<file path="src/design/bsir_cfg.svh">
// Purpose: constants of the burner status and identification register bank
// Assumes: 100 MHz clock, AXI4-Lite register access
// Notes:   byte address of a register is four times its index
//
// Summary of operation
// - every register 16 bits, unused bits zero
// - reg 22 low: state, or error code
// - reg 22 high: flame quality, 0.1 uA
// - fault: reg 22 high holds error info
// - runtime seconds in regs 23-24, LSB first
// - start counter in regs 25-26, LSB first
// - valve two cycles in regs 27-28
// - valve two runtime in regs 29-30
// - reg 31: error info low, high zero
// - firmware article regs 32-33 plus index
// - production day, month, year regs 34-35
// - serial number in regs 36-37
// - hardware article regs 38-39 plus index
// - unit article regs 40-41 plus index
`ifndef BSIR_CFG_SVH
`define BSIR_CFG_SVH
// ------------------------------------------------------------
// register indices
// ------------------------------------------------------------
`define BSIR_IDX_STATE      6'h16
`define BSIR_IDX_RUN_LO     6'h17
`define BSIR_IDX_RUN_HI     6'h18
`define BSIR_IDX_START_LO   6'h19
`define BSIR_IDX_START_HI   6'h1a
`define BSIR_IDX_VCYC_LO    6'h1b
`define BSIR_IDX_VCYC_HI    6'h1c
`define BSIR_IDX_VRUN_LO    6'h1d
`define BSIR_IDX_VRUN_HI    6'h1e
`define BSIR_IDX_ERRINFO    6'h1f
`define BSIR_IDX_FW_LO      6'h20
`define BSIR_IDX_FW_HI      6'h21
`define BSIR_IDX_DATE_LO    6'h22
`define BSIR_IDX_DATE_HI    6'h23
`define BSIR_IDX_SER_LO     6'h24
`define BSIR_IDX_SER_HI     6'h25
`define BSIR_IDX_HW_LO      6'h26
`define BSIR_IDX_HW_HI      6'h27
`define BSIR_IDX_UNIT_LO    6'h28
`define BSIR_IDX_UNIT_HI    6'h29
`define BSIR_IDX_IRQ_STAT   6'h2c
`define BSIR_IDX_IRQ_MASK   6'h2d
`define BSIR_IDX_CONTROL    6'h2e
// ------------------------------------------------------------
// field positions and reset values
// ------------------------------------------------------------
`define BSIR_EV_FAULT_SET   0
`define BSIR_EV_FAULT_CLR   1
`define BSIR_EV_START       2
`define BSIR_EV_WIDTH       3
`define BSIR_CTL_CLR_RUN    0
`define BSIR_CTL_CLR_START  1
`define BSIR_RST_MASK       3'h0
`define BSIR_RST_COUNT      32'h0000_0000
`define BSIR_RESP_OKAY      2'h0
`define BSIR_RESP_SLVERR    2'h2
// ------------------------------------------------------------
// timing
// ------------------------------------------------------------
`define BSIR_CLK_PERIOD_NS  10
`define BSIR_SECOND_NS      1000000000
`endif

</file>
<file path="src/design/bsir_pkg.sv">
// Purpose: shared types of the burner status register bank
// Assumes: constants live in bsir_cfg.svh
// Notes:   types only
package bsir_pkg;
   typedef logic [15:0] bsir_word_t;
   typedef logic [7:0]  bsir_byte_t;
   typedef logic [1:0]  bsir_resp_t;
   typedef logic [7:0]  bsir_addr_t;
   typedef logic [2:0]  bsir_events_t;
endpackage : bsir_pkg

</file>
<file path="src/design/bsir_status_bank.sv">
// Purpose: status and identification bank behind an AXI4-Lite slave, read-only but for the interrupt and control words
// Assumes: status inputs come from logic on the same clock
// Notes:   read data one cycle after the address is taken
`timescale 1ns/100ps
`include "bsir_cfg.svh"
module bsir_status_bank #(
   parameter int unsigned SECOND_CYCLES = `BSIR_SECOND_NS / `BSIR_CLK_PERIOD_NS,
   parameter logic [23:0] FW_ARTICLE    = 24'h000001,   // arbitrary value
   parameter logic [7:0]  FW_INDEX      = 8'h01,        // arbitrary value
   parameter logic [7:0]  PROD_DAY      = 8'h01,
   parameter logic [7:0]  PROD_MONTH    = 8'h01,
   parameter logic [7:0]  PROD_YEAR     = 8'h00,
   parameter logic [31:0] SERIAL        = 32'h00000001, // arbitrary value
   parameter logic [23:0] HW_ARTICLE    = 24'h000002,   // arbitrary value
   parameter logic [7:0]  HW_INDEX      = 8'h01,        // arbitrary value
   parameter logic [23:0] UNIT_ARTICLE  = 24'h000003,   // arbitrary value
   parameter logic [7:0]  UNIT_INDEX    = 8'h01         // arbitrary value
) (
   // clock and reset
   input  wire logic               clock,
   input  wire logic               rstn,
   // burner sequencer status
   input  wire logic               fault,
   input  wire bsir_pkg::bsir_byte_t stateNumber,
   input  wire bsir_pkg::bsir_byte_t errorCode,
   input  wire bsir_pkg::bsir_byte_t flameQuality,
   input  wire bsir_pkg::bsir_byte_t extraErrorInfo,
   input  wire logic               burnerOn,
   input  wire logic               startPulse,
   input  wire logic               secondGasValveOpen,
   // axi4-lite write channels
   input  wire bsir_pkg::bsir_addr_t awaddr,
   input  wire logic               awvalid,
   output logic                    awready,
   input  wire logic [31:0]        wdata,
   input  wire logic [3:0]         wstrb,
   input  wire logic               wvalid,
   output logic                    wready,
   output bsir_pkg::bsir_resp_t    bresp,
   output logic                    bvalid,
   input  wire logic               bready,
   // axi4-lite read channels
   input  wire bsir_pkg::bsir_addr_t araddr,
   input  wire logic               arvalid,
   output logic                    arready,
   output logic [31:0]             rdata,
   output bsir_pkg::bsir_resp_t    rresp,
   output logic                    rvalid,
   input  wire logic               rready,
   // interrupt
   output logic                    irq
);
   import bsir_pkg::*;

   // ------------------------------------------------------------
   // helpers
   // ------------------------------------------------------------
   // word index of a byte address
   function automatic logic [5:0] regIndex(input bsir_addr_t addr);
      regIndex = addr[7:2];
   endfunction : regIndex

   logic [31:0]  runtimeMeter;
   logic [31:0]  startCount;
   logic [31:0]  valveCycles;
   logic [31:0]  valveRuntime;
   logic [15:0]  runShadow;
   logic [15:0]  startShadow;
   logic [15:0]  cycShadow;
   logic [15:0]  vlvRunShadow;
   logic [31:0]  secondCount;
   logic         secondTick;
   logic         valveOpenQ;
   logic         faultQ;
   bsir_events_t irqStatus;
   bsir_events_t irqMask;
   bsir_events_t events;
   logic         awHeld;
   logic         wHeld;
   bsir_addr_t   awAddrQ;
   logic [31:0]  wDataQ;
   logic [3:0]   wStrbQ;
   logic         doWrite;
   logic         arTaken;
   logic [5:0]   rdIdx;
   logic [5:0]   wrIdx;
   bsir_word_t   rdWord;
   logic         rdHit;
   logic         wrHit;
   logic         clearRun;
   logic         clearStart;

   // ------------------------------------------------------------
   // second divider
   // ------------------------------------------------------------
   // one-cycle pulse per second; meters count in whole seconds
   always_ff @(posedge clock or negedge rstn) begin
      if (!rstn) begin
         secondCount <= 32'h0;
         secondTick  <= 1'b0;
      end else if (secondCount == SECOND_CYCLES - 1) begin
         secondCount <= 32'h0;
         secondTick  <= 1'b1;
      end else begin
         secondCount <= secondCount + 32'h1;
         secondTick  <= 1'b0;
      end
   end

   // ------------------------------------------------------------
   // counters
   // ------------------------------------------------------------
   assign clearRun   = doWrite && wrIdx == `BSIR_IDX_CONTROL && wStrbQ[0] && wDataQ[`BSIR_CTL_CLR_RUN];
   assign clearStart = doWrite && wrIdx == `BSIR_IDX_CONTROL && wStrbQ[0] && wDataQ[`BSIR_CTL_CLR_START];

   // resettable runtime meter
   // software clear wins over a tick in the same cycle
   always_ff @(posedge clock or negedge rstn) begin
      if (!rstn) runtimeMeter <= `BSIR_RST_COUNT;
      else if (clearRun) runtimeMeter <= `BSIR_RST_COUNT;
      else if (secondTick && burnerOn) runtimeMeter <= runtimeMeter + 32'h1;
   end

   always_ff @(posedge clock or negedge rstn) begin
      if (!rstn) startCount <= `BSIR_RST_COUNT;
      else if (clearStart) startCount <= `BSIR_RST_COUNT;
      else if (startPulse) startCount <= startCount + 32'h1;
   end

   // valve two switching cycles, counted on opening
   always_ff @(posedge clock or negedge rstn) begin
      if (!rstn) begin
         valveOpenQ  <= 1'b0;
         valveCycles <= `BSIR_RST_COUNT;
      end else begin
         valveOpenQ <= secondGasValveOpen;
         if (secondGasValveOpen && !valveOpenQ) valveCycles <= valveCycles + 32'h1;
      end
   end

   // valve two runtime in seconds while open
   always_ff @(posedge clock or negedge rstn) begin
      if (!rstn) valveRuntime <= `BSIR_RST_COUNT;
      else if (secondTick && secondGasValveOpen) valveRuntime <= valveRuntime + 32'h1;
   end

   // ------------------------------------------------------------
   // interrupts
   // ------------------------------------------------------------
   assign events[`BSIR_EV_FAULT_SET] = fault && !faultQ;
   assign events[`BSIR_EV_FAULT_CLR] = !fault && faultQ;
   assign events[`BSIR_EV_START]     = startPulse;

   // sticky status, write one to clear; a new event beats the clear
   always_ff @(posedge clock or negedge rstn) begin
      if (!rstn) begin
         faultQ    <= 1'b0;
         irqStatus <= '0;
      end else begin
         faultQ <= fault;
         if (doWrite && wrIdx == `BSIR_IDX_IRQ_STAT && wStrbQ[0])
            irqStatus <= (irqStatus & ~wDataQ[`BSIR_EV_WIDTH-1:0]) | events;
         else
            irqStatus <= irqStatus | events;
      end
   end

   // mask register, a one enables the bit
   always_ff @(posedge clock or negedge rstn) begin
      if (!rstn) irqMask <= `BSIR_RST_MASK;
      else if (doWrite && wrIdx == `BSIR_IDX_IRQ_MASK && wStrbQ[0]) irqMask <= wDataQ[`BSIR_EV_WIDTH-1:0];
   end

   // registered so the pin is glitch free
   always_ff @(posedge clock or negedge rstn) begin
      if (!rstn) irq <= 1'b0;
      else irq <= |(irqStatus & irqMask);
   end

   // ------------------------------------------------------------
   // write channels
   // ------------------------------------------------------------
   assign wrIdx   = regIndex(awAddrQ);
   assign doWrite = awHeld && wHeld && !bvalid;
   assign wrHit   = (wrIdx >= `BSIR_IDX_STATE && wrIdx <= `BSIR_IDX_UNIT_HI)
                 || (wrIdx >= `BSIR_IDX_IRQ_STAT && wrIdx <= `BSIR_IDX_CONTROL);

   // address and data are taken in either order and held until the write
   always_ff @(posedge clock or negedge rstn) begin
      if (!rstn) begin
         awready <= 1'b0;
         awHeld  <= 1'b0;
         awAddrQ <= '0;
      end else if (awvalid && awready) begin
         awready <= 1'b0;
         awHeld  <= 1'b1;
         awAddrQ <= awaddr;
      end else begin
         if (doWrite) awHeld <= 1'b0;
         if (!awHeld && !bvalid) awready <= 1'b1;
      end
   end

   always_ff @(posedge clock or negedge rstn) begin
      if (!rstn) begin
         wready <= 1'b0;
         wHeld  <= 1'b0;
         wDataQ <= '0;
         wStrbQ <= '0;
      end else if (wvalid && wready) begin
         wready <= 1'b0;
         wHeld  <= 1'b1;
         wDataQ <= wdata;
         wStrbQ <= wstrb;
      end else begin
         if (doWrite) wHeld <= 1'b0;
         if (!wHeld && !bvalid) wready <= 1'b1;
      end
   end

   // read-only words ignore writes; unmapped addresses answer slverr
   always_ff @(posedge clock or negedge rstn) begin
      if (!rstn) begin
         bvalid <= 1'b0;
         bresp  <= `BSIR_RESP_OKAY;
      end else if (doWrite) begin
         bvalid <= 1'b1;
         bresp  <= wrHit ? `BSIR_RESP_OKAY : `BSIR_RESP_SLVERR;
      end else if (bready) begin
         bvalid <= 1'b0;
      end
   end

   // ------------------------------------------------------------
   // read decode
   // ------------------------------------------------------------
   assign rdIdx   = regIndex(araddr);
   assign arTaken = arvalid && arready;

   // each word 16 bits; unused bytes forced to zero
   always_comb begin
      rdWord = 16'h0;
      rdHit  = 1'b1;
      unique case (rdIdx)
         // state or error, quality or error info
         `BSIR_IDX_STATE:    rdWord = fault ? {extraErrorInfo, errorCode} : {flameQuality, stateNumber};
         `BSIR_IDX_RUN_LO:   rdWord = runtimeMeter[15:0];
         `BSIR_IDX_RUN_HI:   rdWord = runShadow;
         `BSIR_IDX_START_LO: rdWord = startCount[15:0];
         `BSIR_IDX_START_HI: rdWord = startShadow;
         `BSIR_IDX_VCYC_LO:  rdWord = valveCycles[15:0];
         `BSIR_IDX_VCYC_HI:  rdWord = cycShadow;
         `BSIR_IDX_VRUN_LO:  rdWord = valveRuntime[15:0];
         `BSIR_IDX_VRUN_HI:  rdWord = vlvRunShadow;
         // first error info, high byte zero
         `BSIR_IDX_ERRINFO:  rdWord = {8'h00, extraErrorInfo};
         // firmware article, lsb first, then index
         `BSIR_IDX_FW_LO:    rdWord = FW_ARTICLE[15:0];
         `BSIR_IDX_FW_HI:    rdWord = {FW_INDEX, FW_ARTICLE[23:16]};
         `BSIR_IDX_DATE_LO:  rdWord = {PROD_MONTH, PROD_DAY};
         `BSIR_IDX_DATE_HI:  rdWord = {8'h00, PROD_YEAR};
         `BSIR_IDX_SER_LO:   rdWord = SERIAL[15:0];
         `BSIR_IDX_SER_HI:   rdWord = SERIAL[31:16];
         `BSIR_IDX_HW_LO:    rdWord = HW_ARTICLE[15:0];
         `BSIR_IDX_HW_HI:    rdWord = {HW_INDEX, HW_ARTICLE[23:16]};
         `BSIR_IDX_UNIT_LO:  rdWord = UNIT_ARTICLE[15:0];
         `BSIR_IDX_UNIT_HI:  rdWord = {UNIT_INDEX, UNIT_ARTICLE[23:16]};
         `BSIR_IDX_IRQ_STAT: rdWord = {13'h0, irqStatus};
         `BSIR_IDX_IRQ_MASK: rdWord = {13'h0, irqMask};
         `BSIR_IDX_CONTROL:  rdWord = 16'h0;
         default:            rdHit  = 1'b0;
      endcase
   end

   // reading a low half freezes its high half
   // counters may carry between two reads; the shadow keeps the pair whole
   always_ff @(posedge clock or negedge rstn) begin
      if (!rstn) begin
         runShadow   <= 16'h0;
         startShadow <= 16'h0;
         cycShadow   <= 16'h0;
         vlvRunShadow <= 16'h0;
      end else if (arTaken) begin
         if (rdIdx == `BSIR_IDX_RUN_LO)   runShadow   <= runtimeMeter[31:16];
         if (rdIdx == `BSIR_IDX_START_LO) startShadow <= startCount[31:16];
         if (rdIdx == `BSIR_IDX_VCYC_LO)  cycShadow    <= valveCycles[31:16];
         if (rdIdx == `BSIR_IDX_VRUN_LO)  vlvRunShadow <= valveRuntime[31:16];
      end
   end

   // ------------------------------------------------------------
   // read channels
   // ------------------------------------------------------------
   // data one cycle after the address handshake, held until rready
   always_ff @(posedge clock or negedge rstn) begin
      if (!rstn) begin
         arready <= 1'b0;
         rvalid  <= 1'b0;
         rdata   <= 32'h0;
         rresp   <= `BSIR_RESP_OKAY;
      end else if (arTaken) begin
         arready <= 1'b0;
         rvalid  <= 1'b1;
         rdata   <= {16'h0, rdWord};
         rresp   <= rdHit ? `BSIR_RESP_OKAY : `BSIR_RESP_SLVERR;
      end else begin
         if (rvalid && rready) rvalid <= 1'b0;
         if (!rvalid) arready <= 1'b1;
      end
   end
endmodule : bsir_status_bank

</file>
<file path="config.mk">
export PLATFORM = sky130hd
export DESIGN_NAME = bsir_status_bank
export DESIGN_NICKNAME = d
export VERILOG_FILES = /design/src/design/bsir_pkg.sv /design/src/design/bsir_status_bank.sv
export VERILOG_INCLUDE_DIRS = /design/src /design/src/design
export SDC_FILE = /design/constraint.sdc
export NUM_CORES = 1
export LEC_CHECK = 0
export BUFFER_PORTS_ARGS = -buffer_cell sky130_fd_sc_hd__buf_2
export CAP_MARGIN = 10
export CORE_ASPECT_RATIO = 0.75
export CORE_MARGIN = 4
export CORE_UTILIZATION = 44
export CTS_CLUSTER_DIAMETER = 50
export DETAILED_ROUTE_END_ITERATION = 16
export HOLD_SLACK_MARGIN = 0.08
export PLACE_DENSITY_LB_ADDON = 0.15
export SLEW_MARGIN = 20
export SYNTH_ARGS = -nofsm -noshare
export SYNTH_HDL_FRONTEND = slang
export SYNTH_SLANG_ARGS = --single-unit
export TNS_END_PERCENT = 30
</file>
<file path="constraint.sdc">
create_clock -name clock -period 5.4 [get_ports clock]
set_input_delay 0.27 -clock clock [delete_from_list [all_inputs] [get_ports clock]]
set_output_delay 0.27 -clock clock [all_outputs]
set_load 0.02 [all_outputs]
</file>
After elaboration in Yosys (flattened, before gate mapping)
Cells that the tools add are included.
{ "op_classes": {"reduce_logical": 46, "n_addsub": 5, "eq_ne": 28, "order_cmp": 4, "n_mux": 25, "bitwise_logic": 5} }
{ "op_table": {"columns": ["cell", "count"], "rows": [
  ["$pmux 16 s17", 1],
  ["$add 32x1->32 const B", 5],
  ["$mux 32", 5],
  ["$eq 6x6->1 const B", 16],
  ["$eq 6x5->1 const B", 10],
  ["$eq 32x27->1 const B", 1],
  ["$logic_and 1x1->1", 23],
  ["$reduce_or 23->1", 1],
  ["$mux 16", 1],
  ["$reduce_bool 2->1", 8],
  ["$mux 1", 15],
  ["$le 6x6->1 const B", 2],
  ["$reduce_and 2->1", 4],
  ["$and 3x3->3", 2],
  ["$ge 6x5->1 const B", 1],
  ["$ge 6x6->1 const B", 1],
  ["$logic_not 1->1", 6],
  ["$or 3x3->3", 2],
  ["$reduce_or 3->1", 2],
  ["$mux 2", 2],
  ["$mux 3", 1],
  ["$not 3->3", 1],
  ["$ne 2x1->1 const B", 1],
  ["$reduce_or 2->1", 1],
  ["$logic_or 1x1->1", 1]
]} }
{ "word_totals": {"wordCells": 141, "input_bits": 95, "output_inout_bits": 42, "regBits": 273} }

Longest topological paths before layout
Gate-level depths: netlist of run 1.
{ "depth": {"word_depth": 6, "ltp_mapped": 9, "ltp_nobuf": 6} }

Least setup slack after synthesis of run 1
Ideal clock, no wire load.
{ "synth_timing": {"kind": "flip-flop to flip-flop", "start": "register secondCount[17]", "end": "register secondCount[26]", "path_slack_ns": 3.068, "t_required_ns": 5.282, "path_stages_with_launch": 8, "path_buffers": 2, "period_less_slack_ns": 2.332, "setup_time_ns": 0.118, "arrival_ns": 2.214, "cell_sequence": "dfrtp_1 buf_6 or4b_1 or4_1 or3_1 buf_6 a21o_1 a21o_1"} }
{ "synth_between": {"elab_chain_len": 2, "elab_cells_between_ends": 3, "classes_between": "1 x add/sub; 1 x eq/ne; 1 x mux"} }
{ "synth_rtl": {"columns": ["item", "line_no", "source"], "rows": [
  ["start: declaration", "bsir_status_bank.sv:71", "logic [31:0] secondCount;"],
  ["start signal: assignment", "bsir_status_bank.sv:105", "secondCount <= secondCount + 32'h1;"],
  ["$add 32x1->32 or $eq 32x27->1 (tied branches)", "bsir_status_bank.sv:105, bsir_status_bank.sv:101", null],
  ["$mux 32 *", "bsir_status_bank.sv:101", "end else if (secondCount == SECOND_CYCLES - 1) begin"]
]} }
Mark *: on every way between the ends. The rest lies on a longest branch, timed or not.
A chain may end at the register's enable or synchronous reset.

Worst setup path after layout of run 1
{ "layout_timing": {"start": "register startCount[10]", "end": "register startCount[31]"} }
{ "layout_between": {"elab_chain_len": 3} }
{ "layout_rtl": {"columns": ["item", "line_no", "source"], "rows": [
  ["start: declaration", "bsir_status_bank.sv:64", "logic [31:0] startCount;"],
  ["start signal: assignment", "bsir_status_bank.sv:125", "if (!rstn) startCount <= `BSIR_RST_COUNT;"],
  ["start signal: assignment", "bsir_status_bank.sv:126", "else if (clearStart) startCount <= `BSIR_RST_COUNT;"],
  ["start signal: assignment", "bsir_status_bank.sv:127", "else if (startPulse) startCount <= startCount + 32'h1;"],
  ["$add 32x1->32", "bsir_status_bank.sv:127", null],
  ["$mux 32", "bsir_status_bank.sv:127", null],
  ["$mux 32", "bsir_status_bank.sv:126", null]
]} }
No other way between the ends. The select of a mux whose other input is x is not followed.

==> out/metrics.cfg, run 1 <==
[run_status]
status = finished, final reports clean

[synth]
ys_types = 57
synth_simple_gate_area_share_pct = 17.34
yosysTopAreaCell = dfrtp_1
ys_ff_latch = 269
synth_warnings = 0
synth_edf_count = 0
synth-compound-area-share_pct = 8.126
muxShareOfSynthArea_pct = 10.86
yosysTopAreaCellShare_pct = 51.01
syn_inst = 1245
synth_top_family_by_area = simple AND/OR/NAND/NOR gates
synth_xor_area_share_pct = 8.694
avgSynthCellArea_sq_um = 10.60
synth_area_leaders = dfrtp_1, mux2_2, xnor2_1
synth_ff_type = dfrtp_1
ys_seq_area_share_pct = 51.01
synth_fa_ha_area_share_pct = 0.4741
synthesis.area_sq_um = 13200
async_flop_share_pct = 100.0

[place]
placed_cell_area_sq_um = 13950
dp.cells = 1677
portBuffers = 82
dpl.hpwl_microns = 24310
place.gp.congestion = 0.8347

[pwr]
p_leak_nw = 6.764
pwr-share-seq_pct = 47.0
power_per_cell_area_nw_per_um2 = 331.2
clkPwrFrac_pct = 40.1
total_power_w = 0.004986
max-vdd-ir-drop_v = 0.0002340
power.switching_w = 0.001385
intPower_w = 0.003601
power_frac_comb_pct = 13.0
switching_share_pct = 27.78

[routing]
drt-initial-drc-count = 901
routed_wl_microns = 34080
routedWlPerCell_microns = 19.55
detail_route.vias_per_cell = 5.583
drc = 0
vias = 9731
dr.pass1.iters = 5
ant_nets = 0

[critical_path]
setup.worst_path.start_class = flip-flop
critPathBufInv = 0
critPathLaunch = startCount[10]$_DFFE_PN0P_
rr_startpoint = startCount[10]$_DFFE_PN0P_
r2r_end = startCount[31]$_DFFE_PN0P_
crit_type = reg -> reg
regToRegSetupSlack_ns = 2.75
cp_slowest_cell = or4_1
cp_data_arrival_time_ns = 3.12
slowest_delay_ns = 0.64
critPathMaxFanout = 13
cp_data_required_time_ns = 5.87
rr_worst_depth = 5
cp_top_family = simple AND/OR/NAND/NOR gates
crit_path_cell_trace = nand3_1, nor4_2, nand4_1, or4_1, a21oi_1
cp-end-kind = flip-flop

[finish]
stdcell_count = 1743
diodes = 0
layout-drive-gt1-share_pct = 18.58
fill_cells = 2694
multiInputGateArea_sq_um = 6112
fin_area_sq_um = 15050
final_nets = 1431
area_delta_synth_final_pct = 14.08
regArea_sq_um = 6731

[sta]
setup-tns-final_ns = 0
hold_violations = 0
fmax_mhz = 377.2
slew_violations = 0
rsz0062_at_grt = no
fin_crit_sh_pct = 49.09
period_minus_slack_ns = 2.651
tightest_slew_ns = 1.064
slew_headroom_pct = 28.79
clock_skew_ns = 0.009227
finalSetupViolCount = 0

[worst_hold_path]
whs_endpoint = irqStatus[2]$_DFF_PN0_
hp-start = startPulse
hold_path_class = in -> reg
whs_path_depth = 2

[cts]
clock_latency_ns = 0.55
h-tree-depth = 1
clockBufferDepth = 3
cts_sinks = 269
cts_resized = 0
path_clk_slew_ns = 0.06
cts_buffers = 29
postCtsSetupBuffers = 0
cts_root_buf = clkbuf_16
cts_tree = built

[floorplanning]
num_rows = 54
dieHeight_microns = 158.0
pin_count = 137
floorplan.die_area_sq_um = 32860
die_w_microns = 208.0
start_util_pct = 45.00
core_area_sq_um = 29320

[flow_run]
cap_violations = 0

[grt]
grt_pass1_vias = 9393
antenna_found_initial = 1
grt_start_max_net_pins = 138
grt_pass1_wl_microns = 54520
grt-ovfl-total = 0
grt_use_total_pct = 20.80

[worst max path at each step]
| stage | cells after the start | to |
|---|---|---|
| global route | 5 | startCount[31]$_DFFE_PN0P_ |
| global placement | 7 | runShadow[7]$_DFFE_PN0P_ |
| finish | 5 | startCount[31]$_DFFE_PN0P_ |
| CTS | 5 | startCount[31]$_DFFE_PN0P_ |
| detailed placement | 7 | runShadow[4]$_DFFE_PN0P_ |
| floorplan | 7 | secondCount[26]$_DFF_PN0_ |
[Yosys cell counts (13+ instances only)]
library cell / instances
nand4_1: 43
clkbuf_1: 37
a21oi_1: 48
mux2i_1: 25
nand2_1: 93
xnor2_1: 82
or3_1: 20
nor4_1: 22
nor2_1: 107
o21ai_0: 47
buf_4: 18
xor2_1: 49
inv_1: 24
dfrtp_1: 269
and2_1: 13
and3_1: 28
mux2_2: 85
nor3_1: 20
nand3_1: 56
a31oi_1: 15
[cell families (layout without fill, tap and decap cells)]
logic type	after synthesis	after routing
buffers and inverters	97	186
AOI/OAI and AO/OA	172	172
DFF	269	269
adders and majority gates	5	5
other	1	18
xor gates and xnor gates	131	131
muxes	120	120
and+or+nand+nor	450	450
[power groups by stage]
stage               clock (W)  combinational, W  sequential [W]
floorplan                   0          0.000364         0.00238
global placement            0          0.000632         0.00237
detailed placement          0          0.000638         0.00238
CTS                   0.00204          0.000651         0.00234
global route          0.00213          0.000715         0.00236
finish                0.00200          0.000646         0.00234
[worst reg2reg max path: stages, from the launching register on]
cell,delay [ns]
dfrtp_1,0.46
nand3_1,0.27
nor4_2,0.47
nand4_1,0.59
or4_1,0.64
a21oi_1,0.15
[registers in the layout, summed over array words and instances (netlist names), 3 cells and up]
| name | cells |
|---|---|
| runtimeMeter | 32 |
| startCount | 32 |
| valveRuntime | 32 |
| awAddrQ | 6 |
| runShadow | 16 |
| rdata | 16 |
| wDataQ | 3 |
| irqMask | 3 |
| valveCycles | 32 |
| irqStatus | 3 |
| secondCount | 32 |
| vlvRunShadow | 16 |
| cycShadow | 16 |
| startShadow | 16 |
[timing repair]
item	4_1_cts	5_1_grt
hold buffers	15	0
endpoints found under the setup margin	0	0
endpoints found under the hold margin	79	0
[metrics by stage]
step | utilization [%] | hold WS, ns | setup WS (ns)
after CTS | 51.28 | 0.08289 | 2.796
final | 51.34 | 0.09478 | 2.749
after detailed placement | 47.56 | 0.2521 | 2.438
after floorplan | - | -0.02559 | 3.068
after global routing | 51.34 | 0.09275 | 2.621
after global placement | 47.56 | 0.2490 | 2.475
[layout make-up]
| class | count | area share (%) |
|---|---|---|
| multi-input combinational | 896 | 40.60 |
| tap | 392 | 3.258 |
| clock inverter | 15 | 1.064 |
| timing repair buffer | 111 | 4.571 |
| sequential | 269 | 44.71 |
| inverter | 24 | 0.5984 |
| clock buffer | 36 | 5.194 |
[layer usage]
metal / GRT usage, % / routed length, microns / vias up
li1: - / - / 4585
met1: 33.56 / 17690 / 4891
met2: 29.16 / 13710 / 224
met3: 4.655 / 2261 / 31
met4: 2.907 / 419 / 0
met5: 0 / 0 / -
[layout by cell type (no fill, tap or decap), drive strengths merged, types with 9 or more instances in the layout]
cell type    synthesis  layout
nor2               107     107
clkbuf              37      36
clkinv               0       9
mux2                85      85
nor2b               10      10
xor2                49      49
a22oi               11      11
xnor2               82      82
nand4               43      43
and3                28      28
dlygate4sd3          0      15
mux4                10      10
dfrtp              269     269
mux2i               25      25
a21oi               48      48
and2                15      15
inv                 24      26
and4                 9       9
o21ai               48      48
nor3                20      20
buf                 36      96
conb                 1      18
nand2               93      93
nand3               56      56
or3                 20      20
nor4                24      24
a31oi               15      15
Power figures use the tool's default switching activity.
==> run 2, diff against run 1 <==
--- a/config.mk
+++ b/config.mk
@@ -6,6 +6,7 @@
 export SDC_FILE = /design/constraint.sdc
 export NUM_CORES = 1
 export LEC_CHECK = 0
+export ABC_AREA = 1
 export BUFFER_PORTS_ARGS = -buffer_cell sky130_fd_sc_hd__buf_2
 export CAP_MARGIN = 10
 export CORE_ASPECT_RATIO = 0.75
==> constraint.sdc (replaced) <==
create_clock -name clock -period 2.7 [get_ports clock]
set_input_delay 0.135 -clock clock [delete_from_list [all_inputs] [get_ports clock]]
set_output_delay 0.135 -clock clock [all_outputs]
set_load 0.02 [all_outputs]
==> out/metrics.cfg, run 2 <==
[sta]
fmax_mhz = 456.7
clock_skew_ns = 0.01213
fin_crit_sh_pct = 81.09
hold_violations = 0
slew_headroom_pct = 37.79
rsz0062_at_grt = no
tightest_slew_ns = 0.9310
slew_violations = 0
period_minus_slack_ns = 2.190
setup-tns-final_ns = 0
whs_ns = 0.1057
finalSetupViolCount = 0

[critical_path]
cp_data_arrival_time_ns = 2.61
crit_type = in -> reg
critPathMaxFanout = 32
setup.worst_path.start_class = input pin
cp_data_required_time_ns = 3.13
cp-end-kind = flip-flop

[synth]
synth_ff_type = dfrtp_1
synth_warnings = 0
avgSynthCellArea_sq_um = 6.907
yosysMostFrequentCell = nand2_1
synth_common_cells = nand2_1, nor2_1, dfrtp_1, inv_1, nand3_1
synth_area_leaders = dfrtp_1, nand2_1, nor2_1
synthesis.area_sq_um = 15510
ys_ff_latch = 269
async_flop_share_pct = 100.0
syn_inst = 2245
ys_seq_area_share_pct = 43.41
yosysTopAreaCellShare_pct = 43.41
yosysTopAreaCell = dfrtp_1
ys_types = 35
synth_edf_count = 0

[pwr]
switching_share_pct = 28.52
intPower_w = 0.007714
power_per_cell_area_nw_per_um2 = 607.8
max-vdd-ir-drop_v = 0.0005194
power.switching_w = 0.003077
clkPwrFrac_pct = 44.2
power_frac_comb_pct = 12.0
pwr-share-seq_pct = 43.8
p_leak_nw = 8.559

[place]
portBuffers = 82
dpl.hpwl_microns = 37830
place.gp.congestion = 0.9925
placed_cell_area_sq_um = 16410

[finish]
fin_area_sq_um = 17750
final_nets = 2456
layout_common_cells = nand2_1, nor2_1, dfrtp_1, inv_1, nand3_1
final_common_cell = nand2_1
layout-drive-gt1-share_pct = 8.403
area_delta_synth_final_pct = 14.50

[cts]
cts_tree = built
h-tree-depth = 2
clock_latency_ns = 0.53
path_clk_slew_ns = 0.06
postCtsSetupBuffers = 0
cts_buffers = 34
cts_root_buf = clkbuf_16
cts_sinks = 269
clockBufferDepth = 3

[floorplanning]
start_util_pct = 44.69
floorplan.die_area_sq_um = 38340
num_rows = 59
core_area_sq_um = 34700
die_w_microns = 224.8
dieHeight_microns = 170.6
pin_count = 137

[routing]
routed_wl_microns = 49310
detail_route.vias_per_cell = 5.248
routedWlPerCell_microns = 17.36
drc = 0
drt-initial-drc-count = 1561
ant_nets = 0
dr.pass1.iters = 5
vias = 14900

[grt]
grt_pass1_vias = 13920
grt_use_total_pct = 25.63
grt_pass1_wl_microns = 77200
grt_start_max_net_pins = 74
antenna_found_initial = 4
grt-ovfl-total = 0

[flow_run]
cap_violations = 0

[run_status]
status = finished, final reports clean

[worst_hold_path]
hold_path_class = in -> reg

==> run 2: timing repair <==
item / CTS / global route
hold buffers: 18 / 0
hold endpoints to repair: 287 / 0
gates resized for setup: 0 / 0
==> run 2: worst paths after layout <==
check	start	endpoint	slack [ns]	cells past startpoint
min in group asynchronous	rstn	runtimeMeter[22]$_DFFE_PN0P_	0.15	2
hold reg to reg	faultQ$_DFF_PN0_	irqStatus[0]$_DFF_PN0_	0.45	1
setup / recovery	araddr[7]	startShadow[11]$_DFFE_PN0P_	0.51	6
max in group asynchronous	rstn	valveCycles[23]$_DFFE_PN0P_	1.75	3
hold / removal	arvalid	rvalid$_DFFE_PN0P_	0.11	4
setup reg to reg	valveRuntime[1]$_DFFE_PN0P_	valveRuntime[20]$_DFFE_PN0P_	0.55	8
==> run 2: power groups by stage <==
| stage | combinational (W) | clock (W) | sequential [W] |
|---|---|---|---|
| finish | 0.00130 | 0.00477 | 0.00473 |
| floorplan | 0.000750 | 0 | 0.00475 |
| global route | 0.00146 | 0.00504 | 0.00477 |
| detailed placement | 0.00128 | 0 | 0.00479 |
| global placement | 0.00125 | 0 | 0.00477 |
| CTS | 0.00131 | 0.00487 | 0.00472 |
==> run 2: per-layer routing <==
metal	routed length, microns	vias up	share of wire, %	track usage (%)
met4	1412	0	2.9	8.440
met1	24310	6952	49	40.62
met2	19510	583	40	35.55
met3	4078	87	8.3	4.014
li1	-	7282	-	-
met5	0	-	0	0
==> run 2: logic make-up after synthesis <==
| logic type | count (synthesis) | share of synthesized area (%) |
|---|---|---|
| buf+inv | 274 | 7.310 |
| fa+ha+maj | 5 | 0.4035 |
| flops | 269 | 43.41 |
| xor+xnor | 74 | 4.180 |
| simple gates | 1448 | 38.62 |
| other cells | 1 | 0.02418 |
| mux | 8 | 0.5809 |
| compound gates | 166 | 5.471 |
==> run 2: through the flow <==
| step | utilization, % | setup slack (ns) | power, W | cells |
|---|---|---|---|---|
| 2_1_floorplan | - | 1.017 | 0.005499 | 2262 |
| 3_3_place_gp | 47.29 | 0.1869 | 0.006028 | 2759 |
| 3_5_place_dp | 47.29 | 0.05150 | 0.006063 | 2759 |
| 4_1_cts | 51.15 | 0.5850 | 0.01090 | 2837 |
| 5_1_grt | 51.17 | 0.2719 | 0.01127 | 2840 |
| 6_report | 51.17 | 0.5105 | 0.01079 | 2840 |
==> run 2: cell type report <==
type,count,area [sq um]
fillers,3464,16940
multi-input cells,1719,7705
flip-flops and latches,269,6731
clock buffers,43,925.9
inverters,213,799.5
repair buffers,119,780.7
well taps,457,571.8
clock inverters,17,232.7
diodes,3,7.507
==> run 2: critical path, cell delays in order <==
cell     delay [ns]
buf_2          0.11
nor2_1         0.59
nand2_2        0.22
nor2_2         0.46
nand2_1        0.69
o21ai_0        0.39
==> run 3, diff against run 2 <==
--- a/config.mk
+++ b/config.mk
@@ -6,7 +6,7 @@
 export SDC_FILE = /design/constraint.sdc
 export NUM_CORES = 1
 export LEC_CHECK = 0
-export ABC_AREA = 1
+export ABC_AREA = 0
 export BUFFER_PORTS_ARGS = -buffer_cell sky130_fd_sc_hd__buf_2
 export CAP_MARGIN = 10
 export CORE_ASPECT_RATIO = 0.75
==> constraint.sdc (replaced) <==
create_clock -name clock -period 2.25 [get_ports clock]
set_input_delay 0.1125 -clock clock [delete_from_list [all_inputs] [get_ports clock]]
set_output_delay 0.1125 -clock clock [all_outputs]
set_load 0.02 [all_outputs]
==> out/metrics.cfg, run 3 (synthesis results as in run 1) <==
[run_status]
status = finished, final reports clean

[finish]
fin_util_pct = 54.01
layout_common_cells = dfrtp_1, nor2_1, nand2_1, mux2_2, xnor2_1
stdcell_count = 1827
final_common_cell = dfrtp_1
area_delta_synth_final_pct = 20.01
final_nets = 1511
fin_area_sq_um = 15840
layout-drive-gt1-share_pct = 21.69

[critical_path]
cp-end-kind = flip-flop
cp_top_family = simple AND/OR/NAND/NOR gates
cp_data_arrival_time_ns = 2.60
critPathLaunch = secondCount[25]$_DFF_PN0_
crit_type = reg -> reg
critPathBufInv = 1
crit_cells = 6
rr_worst_depth = 6
worstSetupEndpoint = secondCount[18]$_DFF_PN0_
cp_data_required_time_ns = 2.69
setup.worst_path.start_class = flip-flop
slowest_delay_ns = 0.51
crit_path_cell_trace = or4b_1, or4_4, or3_4, buf_4, a21oi_1, o21ai_1
cp_slowest_cell = or4b_1
r2r_end = secondCount[18]$_DFF_PN0_
regToRegSetupSlack_ns = 0.09
critPathMaxFanout = 4
rr_startpoint = secondCount[25]$_DFF_PN0_

[place]
place.gp.congestion = 0.8819
dp.cells = 1732
placed_cell_area_sq_um = 14430
portBuffers = 82
dpl.hpwl_microns = 25760
pre_cts_slack_ns = 0.06402

[sta]
fin_crit_sh_pct = 96.09
fmax_mhz = 462.5
finalSetupViolCount = 0
clock_skew_ns = 0.01087
tightest_slew_ns = 1.079
hold_violations = 0
fin_ws_ns = 0.08801
slew_violations = 0
period_minus_slack_ns = 2.162
slew_headroom_pct = 27.51
rsz0062_at_grt = yes

[floorplanning]
die_w_microns = 208.0
pin_count = 137
num_rows = 54
core_area_sq_um = 29320
start_util_pct = 45.00
dieHeight_microns = 158.0
floorplan.die_area_sq_um = 32860

[pwr]
p_leak_nw = 7.193
power_per_cell_area_nw_per_um2 = 771.3
max-vdd-ir-drop_v = 0.0007079

[grt]
grt_pass1_wl_microns = 56570
grt_pass1_vias = 9768
antenna_found_initial = 1
grt_start_max_net_pins = 65
grt-ovfl-total = 0
grt_use_total_pct = 21.67

[routing]
routedWlPerCell_microns = 19.36
detail_route.vias_per_cell = 5.558
vias = 10160
ant_nets = 0
routed_wl_microns = 35380
routed.top_layer = met4
drt-met1-wl_microns = 17580
wl_met3_microns = 2639
wl_met2_microns = 14430
drc = 0
drt-initial-drc-count = 929
dr.pass1.iters = 5

[cts]
cts_tree = built
path_clk_slew_ns = 0.06
cts_root_buf = clkbuf_16
cts_sinks = 269
cts_buffers = 30
clockBufferDepth = 3
clock_latency_ns = 0.55
h-tree-depth = 1

[flow_run]
cap_violations = 0

[worst_hold_path]
hold_path_class = in -> async

==> run 3: cell count changes in the layout (fill, tap and decap cells not counted), moves of 28 or more <==
cell,previous run,this run
buf_4,16,64
inv_1,203,24
mux2_2,6,85
nand2_1,843,93
nand3_1,137,56
nor2_1,317,107
o21ai_0,103,45
o21ai_1,31,3
xnor2_1,16,82
==> run 3: worst register-to-register path, cell delays in order (launching register included) <==
cell and delay (ns):
dfrtp_1 0.37, or4b_1 0.51, or4_4 0.43, or3_4 0.36, buf_4 0.16, a21oi_1 0.14, o21ai_1 0.07
==> run 3: per-layer routing <==
layer / track usage [%] / vias up
li1: - / 4774
met1: 34.42 / 5045
met2: 30.34 / 290
met3: 4.735 / 46
met4: 4.533 / 0
met5: 0 / -
==> run 3: power breakdown <==
part	switching, W	internal, W
logic	0.000966	0.000715
clock network	0.00201	0.00290
registers	0.000409	0.00521
total	0.00339	0.00883
==> run 3: worst min path at each step <==
| stage | startpoint | endpoint | slack [ns] | depth (start not counted) |
|---|---|---|---|---|
| 4_1_cts | extraErrorInfo[6] | rdata[14]$_DFFE_PN0P_ | 0.08 | 5 |
| 3_3_place_gp | rstn | rvalid$_DFFE_PN0P_ | 0.1 | 1 |
| 6_report | rstn | rvalid$_DFFE_PN0P_ | 0.09 | 2 |
| 5_1_grt | flameQuality[0] | rdata[8]$_DFFE_PN0P_ | 0.11 | 5 |
| 2_1_floorplan | rstn | arready$_DFFE_PN0P_ | -0.18 | 0 |
| 3_5_place_dp | rstn | rvalid$_DFFE_PN0P_ | 0.09 | 1 |
==> run 3: layout make-up <==
| type | instances | area [sq um] |
|---|---|---|
| Sequential cell | 269 | 6731 |
| Antenna cell | 1 | 2.502 |
| Clock buffer | 41 | 853.3 |
| Clock inverter | 14 | 143.9 |
| Inverter | 24 | 90.09 |
| Fill cell | 2618 | 13490 |
| Multi-Input combinational cell | 896 | 6113 |
| Timing Repair Buffer | 190 | 1411 |
| Tap cell | 392 | 490.5 |
==> run 3: per-stage QoR <==
stage          setup TNS [ns]  power [W]  hold slack [ns]
2_1_floorplan               0   0.006598          -0.1831
3_3_place_gp                0   0.007288          0.09863
3_5_place_dp                0   0.007323          0.09454
4_1_cts                     0    0.01233          0.08120
5_1_grt             -0.006891    0.01277           0.1142
6_report                    0    0.01221          0.09014
==> run 3: timing repair <==
item,in CTS,in global routing
setup buffers,0,2
endpoints found under the setup margin,0,11
endpoints found under the hold margin,305,0
resized for setup,0,6
hold buffers,37,0
